[src/common/spipc_pkg.sv]
package spipc_pkg;
	// Synchroniser depth for pin inputs.
	localparam int SYNC_STAGES = 2;
	// Shift register width of one serial unit.
	localparam int SHIFT_BITS = 8;
	localparam logic [7:0] SHIFT_RESET = 8'h00;
	localparam logic [3:0] COUNT_RESET = 4'h0;
	// Pause state machine.
	typedef enum logic [1:0] {
		SPIPC_RUN = 2'b00,
		SPIPC_ARMED = 2'b01,
		SPIPC_PAUSED = 2'b10
	} spipc_state_type;
endpackage

[src/hdl/spipc_sync.sv]
`timescale 1ns/100ps
`default_nettype none
module spipc_sync #(
	parameter int WIDTH = 4
) (
	// Clock and reset.
	input wire logic i_clock,
	input wire logic i_rst,
	// Asynchronous pin levels and their synchronised copies.
	input wire logic [WIDTH-1:0] i_async,
	output logic [WIDTH-1:0] o_sync
);
	logic [WIDTH-1:0] meta_q;
	logic [WIDTH-1:0] sync_q;

	// Reset level of all pins is high so that select and pause read idle.
	always_ff @(posedge i_clock) begin
		if (i_rst) begin
			meta_q <= '1;
			sync_q <= '1;
		end else begin
			meta_q <= i_async;
			sync_q <= meta_q;
		end
	end

	assign o_sync = sync_q;
endmodule // spipc_sync
`default_nettype wire

[src/hdl/spipc_core.sv]
//Function
// - Pause freezes sequence state without reset.
// - Pause while clock high waits falling edge.
// - Paused: ignore data, clock; output released.
// - Resume only on release while clock low.
// - Pause low releases output at once.
// - Sample on rise, drive after fall.
// - Deselected: standby, output high impedance.
`timescale 1ns/100ps
`default_nettype none
module spipc_core (
	// Clock and reset.
	input wire logic i_clock,
	input wire logic i_rst,
	// Serial pins from the host.
	input wire logic i_cs_n,
	input wire logic i_sck,
	input wire logic i_si,
	input wire logic i_pause_n,
	// Serial output pin with its enable.
	output logic o_so,
	output logic o_so_oe,
	// Link to the rest of the serial interface.
	input wire logic [spipc_pkg::SHIFT_BITS-1:0] i_tx_byte,
	output logic [spipc_pkg::SHIFT_BITS-1:0] o_rx_byte,
	output logic o_rx_valid,
	output logic o_tx_load,
	output logic o_paused,
	output logic o_selected
);
	import spipc_pkg::*;

	// ------------------------------------------------------------
	// Pin synchronisers
	// ------------------------------------------------------------
	logic [3:0] pins_sync;
	logic cs_n_s, sck_s, si_s, pause_n_s;

	spipc_sync #(.WIDTH(4)) spipc_sync_inst (
		.i_clock(i_clock),
		.i_rst(i_rst),
		.i_async({i_cs_n, i_sck, i_si, i_pause_n}),
		.o_sync(pins_sync)
	);
	assign cs_n_s = pins_sync[3];
	assign sck_s = pins_sync[2];
	assign si_s = pins_sync[1];
	assign pause_n_s = pins_sync[0];

	// ------------------------------------------------------------
	// Edge detection and decode
	// ------------------------------------------------------------
	logic sck_prev_q;
	spipc_state_type state_q, state_d;
	logic [SHIFT_BITS-1:0] rx_q, tx_q;
	logic [3:0] count_q;

	wire selected = ~cs_n_s;
	wire sck_rise = sck_s & ~sck_prev_q;
	wire sck_fall = ~sck_s & sck_prev_q;
	wire running = selected & (state_q != SPIPC_PAUSED);
	// Edges count only while running; paused edges are dropped.
	wire do_sample = running & sck_rise;
	wire do_shift = running & sck_fall;
	wire byte_done = do_sample & (count_q == 4'(SHIFT_BITS - 1));

	// ------------------------------------------------------------
	// Pause state machine
	// ------------------------------------------------------------
	always_comb begin
		state_d = state_q;
		case (state_q)
			SPIPC_RUN: begin
				if (selected && !pause_n_s) begin
					// Clock high defers the pause to a falling edge.
					state_d = sck_s ? SPIPC_ARMED : SPIPC_PAUSED;
				end
			end
			SPIPC_ARMED: begin
				if (pause_n_s) begin
					state_d = SPIPC_RUN;
				end else if (sck_fall) begin
					state_d = SPIPC_PAUSED;
				end
			end
			SPIPC_PAUSED: begin
				// Release counts only with clock low.
				if (pause_n_s && !sck_s) begin
					state_d = SPIPC_RUN;
				end
			end
			default: begin
				state_d = SPIPC_RUN;
			end
		endcase
		// Deselect ends any pause; the host must not do this.
		if (!selected) begin
			state_d = SPIPC_RUN;
		end
	end

	always_ff @(posedge i_clock) begin
		if (i_rst) begin
			state_q <= SPIPC_RUN;
			// Idle clock level of the synchroniser, so no edge after reset.
			sck_prev_q <= 1'b1;
		end else begin
			state_q <= state_d;
			sck_prev_q <= sck_s;
		end
	end

	// ------------------------------------------------------------
	// Shift registers; held while paused, cleared on deselect
	// ------------------------------------------------------------
	always_ff @(posedge i_clock) begin
		if (i_rst || !selected) begin
			rx_q <= SHIFT_RESET;
			count_q <= COUNT_RESET;
		end else if (do_sample) begin
			// Paused state keeps count and bits, continues next bit.
			rx_q <= {rx_q[SHIFT_BITS-2:0], si_s};
			count_q <= byte_done ? COUNT_RESET : count_q + 4'h1;
		end
	end

	wire load_now = do_shift & (count_q == COUNT_RESET);

	always_ff @(posedge i_clock) begin
		if (i_rst || !selected) begin
			tx_q <= SHIFT_RESET;
		end else if (load_now) begin
			tx_q <= i_tx_byte;
		end else if (do_shift) begin
			tx_q <= {tx_q[SHIFT_BITS-2:0], 1'b0};
		end
	end

	// ------------------------------------------------------------
	// Outputs
	// ------------------------------------------------------------
	// Any low pause level releases the output, whatever the clock.
	wire so_enable = selected & pause_n_s & (state_q == SPIPC_RUN);

	always_ff @(posedge i_clock) begin
		if (i_rst) begin
			o_so <= 1'b0;
			o_so_oe <= 1'b0;
			o_rx_byte <= SHIFT_RESET;
			o_rx_valid <= 1'b0;
			o_tx_load <= 1'b0;
			o_paused <= 1'b0;
			o_selected <= 1'b0;
		end else begin
			o_so <= load_now ? i_tx_byte[SHIFT_BITS-1]
				: (do_shift ? tx_q[SHIFT_BITS-2] : o_so);
			o_so_oe <= so_enable;
			o_rx_byte <= byte_done ? {rx_q[SHIFT_BITS-2:0], si_s} : o_rx_byte;
			o_rx_valid <= byte_done;
			o_tx_load <= load_now;
			o_paused <= (state_q == SPIPC_PAUSED);
			o_selected <= selected;
		end
	end
endmodule // spipc_core
`default_nettype wire

[config.mk]
export PLATFORM = sky130hd
export DESIGN_NAME = spipc_core
export DESIGN_NICKNAME = d
export VERILOG_FILES = /design/src/common/spipc_pkg.sv /design/src/hdl/spipc_sync.sv /design/src/hdl/spipc_core.sv
export SDC_FILE = /design/constraint.sdc
export NUM_CORES = 1
export LEC_CHECK = 0
export BUFFER_PORTS_ARGS = -buffer_cell sky130_fd_sc_hd__clkbuf_2
export CORE_MARGIN = 2
export CORE_UTILIZATION = 52
export DETAILED_ROUTE_END_ITERATION = 10
export GPL_TIMING_DRIVEN = 0
export PLACE_DENSITY = 0.75
export SYNTH_ARGS = -nofsm -noshare
export SYNTH_HDL_FRONTEND = slang
export SYNTH_SLANG_ARGS = --single-unit
[constraint.sdc]
create_clock -name i_clock -period 1.9 [get_ports i_clock]
set_clock_uncertainty 0.1 [all_clocks]
set_input_delay 0.19 -clock i_clock [delete_from_list [all_inputs] [get_ports i_clock]]
set_output_delay 0.19 -clock i_clock [all_outputs]
set_load 0.01 [all_outputs]
==> results of run 1 <==
registers in the layout, summed over array words and instances (netlist names), 2 cells and up:
| register | cells |
|---|---|
| rx_q | 7 |
| o_rx_byte | 8 |
| count_q | 4 |
| spipc_sync_inst.meta_q | 4 |
| spipc_sync_inst.o_sync | 4 |
| state_q | 2 |
| tx_q | 7 |
area by class of cell:
type / count / area (um2) / share of cell area, %
plain buffers: 8 / 53.80 / 2.776
clock buffers: 7 / 45.04 / 2.324
clock inverters: 1 / 5.005 / 0.2582
inverters: 3 / 13.76 / 0.7101
multi-input cells: 101 / 719.4 / 37.12
flip-flops and latches: 43 / 860.8 / 44.42
well taps: 44 / 55.05 / 2.841
repair buffers: 32 / 185.2 / 9.555
power by group through the flow:
stage	Sequential, mW	Combinational, mW	Clock (mW)
global route	0.921	0.0630	0.468
CTS	0.919	0.0568	0.419
finish	0.919	0.0565	0.403
global placement	0.939	0.0472	0
floorplan	0.939	0.0277	0
detailed placement	0.940	0.0488	0
layer usage:
layer  vias to the layer above  track usage, %  part of all wire (%)
met4                         0           6.032                   1.2
met3                         5           7.143                   4.3
li1                        605               -                     -
met5                         -               0                     0
met1                       535           19.95                    45
met2                        29           30.75                    49
worst max-delay path, delay by kind of cell (launching register included):
family                 cells  cell delay [ns]
DFF                        1             0.37
AOI/OAI and AO/OA          1             0.13
and+or+nand+nor            3             0.71
buffers and inverters      1             0.21
cells in the final DEF (no fill, tap or decap), types with 2 or more instances in the layout:
master / Yosys / final
or2_2: 9 / 9
dfxtp_1: 43 / 43
nor2_1: 23 / 23
ha_1: 2 / 2
nor4b_1: 2 / 2
nand2_1: 2 / 2
inv_1: 2 / 2
clkbuf_4: 0 / 5
a21oi_1: 10 / 10
dlygate4sd3_1: 0 / 5
o21ai_0: 5 / 5
buf_6: 2 / 2
clkbuf_2: 0 / 27
clkbuf_1: 3 / 5
buf_4: 2 / 2
mux2i_1: 24 / 24
nand2b_1: 3 / 3
nor4b_4: 2 / 2
what timing repair did:
action                                 4_1_cts  5_1_grt
endpoints found under the hold margin        5        0
buffers inserted                             0        0
hold buffers                                 5        0
how the worst max path moves through the flow:
stage | start | end | slack, ns
global placement | state_q[1] | tx_q[0] | 0.37
CTS | count_q[0] | o_so | 0.31
detailed placement | state_q[1] | tx_q[0] | 0.33
finish | state_q[1] | tx_q[0] | 0.33
global route | count_q[0] | o_rx_byte[1] | 0.17
floorplan | state_q[1] | count_q[3] | 0.48
logic make-up (layout without fill, tap and decap cells):
| kind of cell | Yosys count | count (layout) |
|---|---|---|
| flip-flops | 43 | 43 |
| adder cells (fa/ha/maj) | 2 | 2 |
| buffers and inverters | 11 | 51 |
| AO/OA/AOI/OAI | 20 | 20 |
| AND/OR/NAND/NOR | 54 | 54 |
| multiplexers | 25 | 25 |
==> key figures, run 1 <==
Status
  • Status: finished clean

Floorplan
  • I/O pin count: 28
  • Die footprint: ~3600 um2
  • Chip Height: about 60 um
  • Starting Density: ~54%
  • Row count: 20
  • Core footprint: slightly above 3000 um2
  • Die W: between 60 and 70 um

Drt
  • Final wirelength: approximately 2.7 mm
  • Routed len/inst: approximately 11 um
  • Vias: 1,174
  • Vias per Instance: ~4.9
  • Post-route DRC: 0
  • First DRT Iteration DRCs: 23
  • Antenna viol nets, final: 0
  • Drt first pass iters: 4

Yosys
  • Compound-cell area share of the yosys netlist: roughly 6.8%
  • Synth Area in Simple Gates: about a fifth
  • Mapped Cells: 155
  • Post-Synth XOR/XNOR Area: 0%
  • Most frequent cell after synthesis: dfxtp_1
  • Async S/R FF share, synth: 0%
  • Yosys cell types: 36
  • Syn Nets: ~170
  • Largest family of logic cells by synthesized area: simple AND/OR/NAND/NOR gates
  • Post-synthesis adder-cell area fraction: under 10%
  • Yosys reg bits: 43
  • Area leader, netlist: dfxtp_1
  • Post-synthesis cell area: between 1500 and 2000 um2
  • Mux share of post-synthesis cell area: about 15%
  • Commonest cells in the netlist: dfxtp_1, mux2i_1, nor2_1, a21oi_1, or2_2
  • Yosys warns: 0
  • Post-synth EDFFs: 0
  • Syn avg cell area: approximately 11 um2
  • Area share of the largest cell type after synthesis: 52.24%
  • Dominant synthesized flop cell: dfxtp_1
  • Sequential area share after synthesis: a little over half
  • Area contributors post-synth: dfxtp_1, mux2i_1, nor2_1, or2_2, a21oi_1

STA
  • Fmax: between 600 and 700 MHz
  • Setup ws final: about 0.33 ns
  • Finish-stage setup viols: 0
  • Final hold viol count: 0
  • Tightest Pin Transition: just under 0.5 ns
  • Unrepaired setup endpoints after global routing: no
  • Hold Slack: 0.03844 ns
  • Fin crit period: around 1.6 ns
  • Final Cycle Share: between 80% and 90%
  • Slew headroom: around two thirds
  • TNS Setup: 0 ns
  • Slew Viols, Final: 0

Critical path
  • Data arrival, critical path: 1.75 ns
  • Crit Path Max Fanout: 10
  • Slowest stage cell, crit path: nor4b_4
  • Reg2Reg Depth: 5
  • Critical path capture point type: flop
  • Slowest stage delay, CP: between 0.4 and 0.5 ns
  • WS Path Type: flop to flop
  • Reg-to-reg setup timing slack: between 0.3 and 0.4 ns
  • Worst r2r src: state_q[1]
  • Startpoint Class: flop
  • RR Endpoint: tx_q[0]
  • Worst path cell trace: nor2b_2 -> nor4b_4 -> buf_6 -> nand3_2 -> a21oi_2
  • Required @ worst endpoint: 2.08 ns

Placement
  • GP Congestion: 0.7297
  • Placed inst area: between 1500 and 2000 um2
  • Dpl cells: between 200 and 250
  • Port-buffer cells: 27
  • DP HPWL: around 1.9 mm
  • Pre-CTS setup slack: between 0.3 and 0.4 ns

Finish
  • Finished Core Util: 64.01%
  • Final #Nets: 210
  • Fillers: about 280
  • Post-route cell area: roughly 1900 um2
  • Area Overhead vs Synth: 17.62%
  • Final Non-Filler Cells: 239
  • Antenna cells: 0
  • Layout cells sized above 1: 27.18%

Power
  • Design Power: 1.378 mW
  • Sequential power share: ~67%
  • Comb power frac: 4.1%
  • Switching share of power: a little over a fifth
  • Internal: approximately 1.1 mW
  • LEAKAGE: roughly 0.87 nW
  • NetSw: just under 0.3 mW
  • Peak VDD IR: around 0.52 mV
  • Cell Pwr Density: between 700 and 800 nW/um2
  • Clock share of power: just under 30%

Clock tree
  • CTS Root Cell: clkbuf_4
  • Worst-path clk slew: about 0.12 ns
  • CTS resizes: 0
  • CTS tree: built
  • CTS max path bufs: 2
  • Clock buffer count from CTS: 5
  • Clock Latency Late Sink: 0.34 ns
  • H-tree depth: 2
  • Clk sinks: between 40 and 50

Global route
  • Initial antenna violation count: 0
  • Vias in the first global route: between 1,000 and 1,500
  • Total global routing overflow: 0
  • Largest net degree at the start of global routing: 13
  • First-pass GRT wire length: around 4.8 mm
  • GR Util All Layers: 17.88%

Min path
  • Hold Path Cell Cnt: 3
  • Hold Crit Endpoint: tx_q[1]
  • Worst min path class: input port to flop
  • Hold_sp: i_tx_byte[1]

Job
  • Max Cap Viol: 0
Note: power is estimated with default switching activity, not from simulation.
==> inputs of run 2 (changes only) <==
==> constraint.sdc (replaced) <==
create_clock -name i_clock -period 1.61 [get_ports i_clock]
set_clock_uncertainty 0.1 [all_clocks]
set_input_delay 0.161 -clock i_clock [delete_from_list [all_inputs] [get_ports i_clock]]
set_output_delay 0.161 -clock i_clock [all_outputs]
set_load 0.01 [all_outputs]
==> run 2 against run 1 <==
Net effect: critical path depth unchanged; power increased by 18%; register-to-register slack got worse by 0.27 ns; critical endpoint is now rx_q[0].
==> key figures, run 2 (synthesis results as in run 1) <==
Global route
  • Largest net degree at the start of global routing: 13 (unchanged)
  • First-pass GRT wire length: 4.761 mm (unchanged)
  • Vias in the first global route: 1,135 (unchanged)
  • Initial antenna violation count: 0 (unchanged)
  • GR Util All Layers: 17.88% (unchanged)
  • Total global routing overflow: 0 (unchanged)

Floorplan
  • Die footprint: 3635 um2 (unchanged)
  • I/O pin count: 28 (unchanged)
  • Chip Height: 60.30 um (unchanged)
  • Row count: 20 (unchanged)
  • Starting Density: 54.42% (unchanged)
  • Die W: 60.30 um (unchanged)
  • Core footprint: 3028 um2 (unchanged)

Clock tree
  • Worst-path clk slew: 0.12 ns (about the same)
  • Clk sinks: 43 (unchanged)
  • CTS max path bufs: 2 (unchanged)
  • Clock buffer count from CTS: 5 (unchanged)
  • CTS tree: built
  • Clock Latency Late Sink: 0.34 ns (about the same)
  • H-tree depth: 2 (unchanged)
  • CTS Root Cell: clkbuf_4

Drt
  • Final wirelength: 2.798 mm (+3.9%)
  • Post-route DRC: 0 (unchanged)
  • Routed len/inst: 11.56 um (+2.6%)
  • Drt first pass iters: 4 (unchanged)
  • Vias: 1,183 (+0.77%)
  • First DRT Iteration DRCs: 18 (-22%)
  • Antenna viol nets, final: 0 (unchanged)
  • Vias per Instance: 4.888 (-0.48%)

STA
  • Unrepaired setup endpoints after global routing: yes
  • Slew Viols, Final: 0 (unchanged)
  • Fmax: 648.0 MHz (+1.6%)
  • Final hold viol count: 0 (unchanged)
  • Final Cycle Share: 95.85% (+13 points)
  • Tightest Pin Transition: 0.4579 ns (-0.02260 ns)
  • Finish-stage setup viols: 0 (unchanged)
  • Setup ws final: 0.06686 ns (-0.2651 ns)
  • Fin crit period: 1.543 ns (-0.02491 ns)
  • Slew headroom: 69.47% (+1.5 points)

Min path
  • Worst min path class: input port to flop
  • Hold_sp: i_tx_byte[1]

Finish
  • Final Non-Filler Cells: 242 (+1.3%)
  • Reg with most FFs: o_rx_byte
  • Max FFs per register: 8 (unchanged)
  • Biggest regs: o_rx_byte (8), rx_q (7), tx_q (7)
  • Most common cell after layout, fill and taps aside: dfxtp_1
  • Post-route cell area: 1983 um2 (+2.3%)
  • Antenna cells: 0 (unchanged)
  • Area Overhead vs Synth: 20.35%
  • Layout cells sized above 1: 31.31% (+4.1 points)
  • Most frequent cells in the layout: dfxtp_1, clkbuf_2, mux2i_1, nor2_1, a21oi_1
  • Final #Nets: 213 (+1.4%)

Placement
  • Placed inst area: 1838 um2 (unchanged)
  • Port-buffer cells: 27 (unchanged)
  • Pre-CTS setup slack: 0.03526 ns (-0.2900 ns)
  • Dpl cells: 226 (unchanged)
  • GP Congestion: 0.7297 (unchanged)
  • DP HPWL: 1.886 mm (unchanged)

Critical path
  • Required @ worst endpoint: 1.74 ns (-0.34 ns)
  • Crit Path Max Fanout: 10 (unchanged)
  • Reg-to-reg setup timing slack: 0.07 ns (-0.27 ns)
  • Worst path top cell family by delay: simple AND/OR/NAND/NOR gates
  • Critical path capture point type: flop
  • WS Path Type: flop to flop
  • Slowest stage delay, CP: 0.37 ns (-0.06 ns)
  • Worst r2r src: state_q[1]
  • Data arrival, critical path: 1.68 ns (-0.07 ns)
  • Worst path cell trace: nor2b_2 -> nor4b_4 -> buf_6 -> mux2i_1 -> nor2_1
  • Slowest stage cell, crit path: dfxtp_1
  • Crit path from: state_q[1]
  • CP bufs+invs: 1 (unchanged)
  • Startpoint Class: flop

Power
  • Cell Pwr Density: 822.0 nW/um2 (+16%)
  • LEAKAGE: 0.8971 nW (+3.1%)
  • Design Power: 1.630 mW (+18%)
  • Peak VDD IR: 0.6146 mV (+18%)

Job
  • Max Cap Viol: 0 (unchanged)

Status
  • Status: finished clean
[run 2: changes by cell type in the layout (fill, tap and decap cells not counted)]
cell | previous run | this run
buf_2 | 1 | 0
buf_6 | 2 | 3
nor2b_2 | 1 | 2
clkbuf_2 | 27 | 28
clkbuf_1 | 5 | 4
clkdlybuf4s15_2 | 0 | 1
dfxtp_1 | 43 | 40
dfxtp_2 | 0 | 3
nor2b_1 | 1 | 0
nor3b_2 | 0 | 1
nor3b_1 | 1 | 0
buf_4 | 2 | 4
[run 2: layer usage]
layer  vias up  GRT usage [%]  share of wire, %
met5         -              0                 0
met3         6          7.143               5.0
met2        28          30.75                49
li1        610              -                 -
met4         0          6.032               1.3
met1       539          19.95                44
[run 2: final cells by class]
type | count | area, um2
buffer | 8 | 61.31
clock buffer | 7 | 45.04
clock inverter | 1 | 5.005
fill | 269 | 1045
inverter | 3 | 13.76
multi-input combinational | 101 | 726.9
sequential | 43 | 864.6
tap | 44 | 55.05
timing repair buffer | 35 | 211.5
[run 2: report_power, final]
part           leakage (nW)  switching, mW  internal, mW
logic                 0.518         0.0280        0.0396
clock network        0.0293          0.308         0.170
registers             0.350        0.00913          1.08
[run 2: worst min-delay path, stage by stage]
cell	delay [ns]
clkbuf_2	0.08
mux2i_1	0.05
a21oi_1	0.13
[run 2: timing repair]
action	in CTS	in global routing
endpoints found under the hold margin	5	0
resized for setup	0	10
buffers inserted	0	2
hold buffers	5	0
setup endpoints to repair	0	26
[run 2: metrics by stage]
step                  TNS (ns)  hold WS [ns]  util (%)
global route        -0.0008182      0.004935     65.50
CTS                          0      0.003895     64.01
finish                       0      0.004979     65.50
detailed placement           0        0.2458     60.70
global placement             0        0.2440     60.70
floorplan                    0        0.1648         -
[run 2: worst paths after layout]
path	to	cells past startpoint
setup / recovery	rx_q[0]	5
setup reg to reg	rx_q[0]	5
hold / removal	tx_q[1]	3
hold reg to reg	spipc_sync_inst.o_sync[3]	1
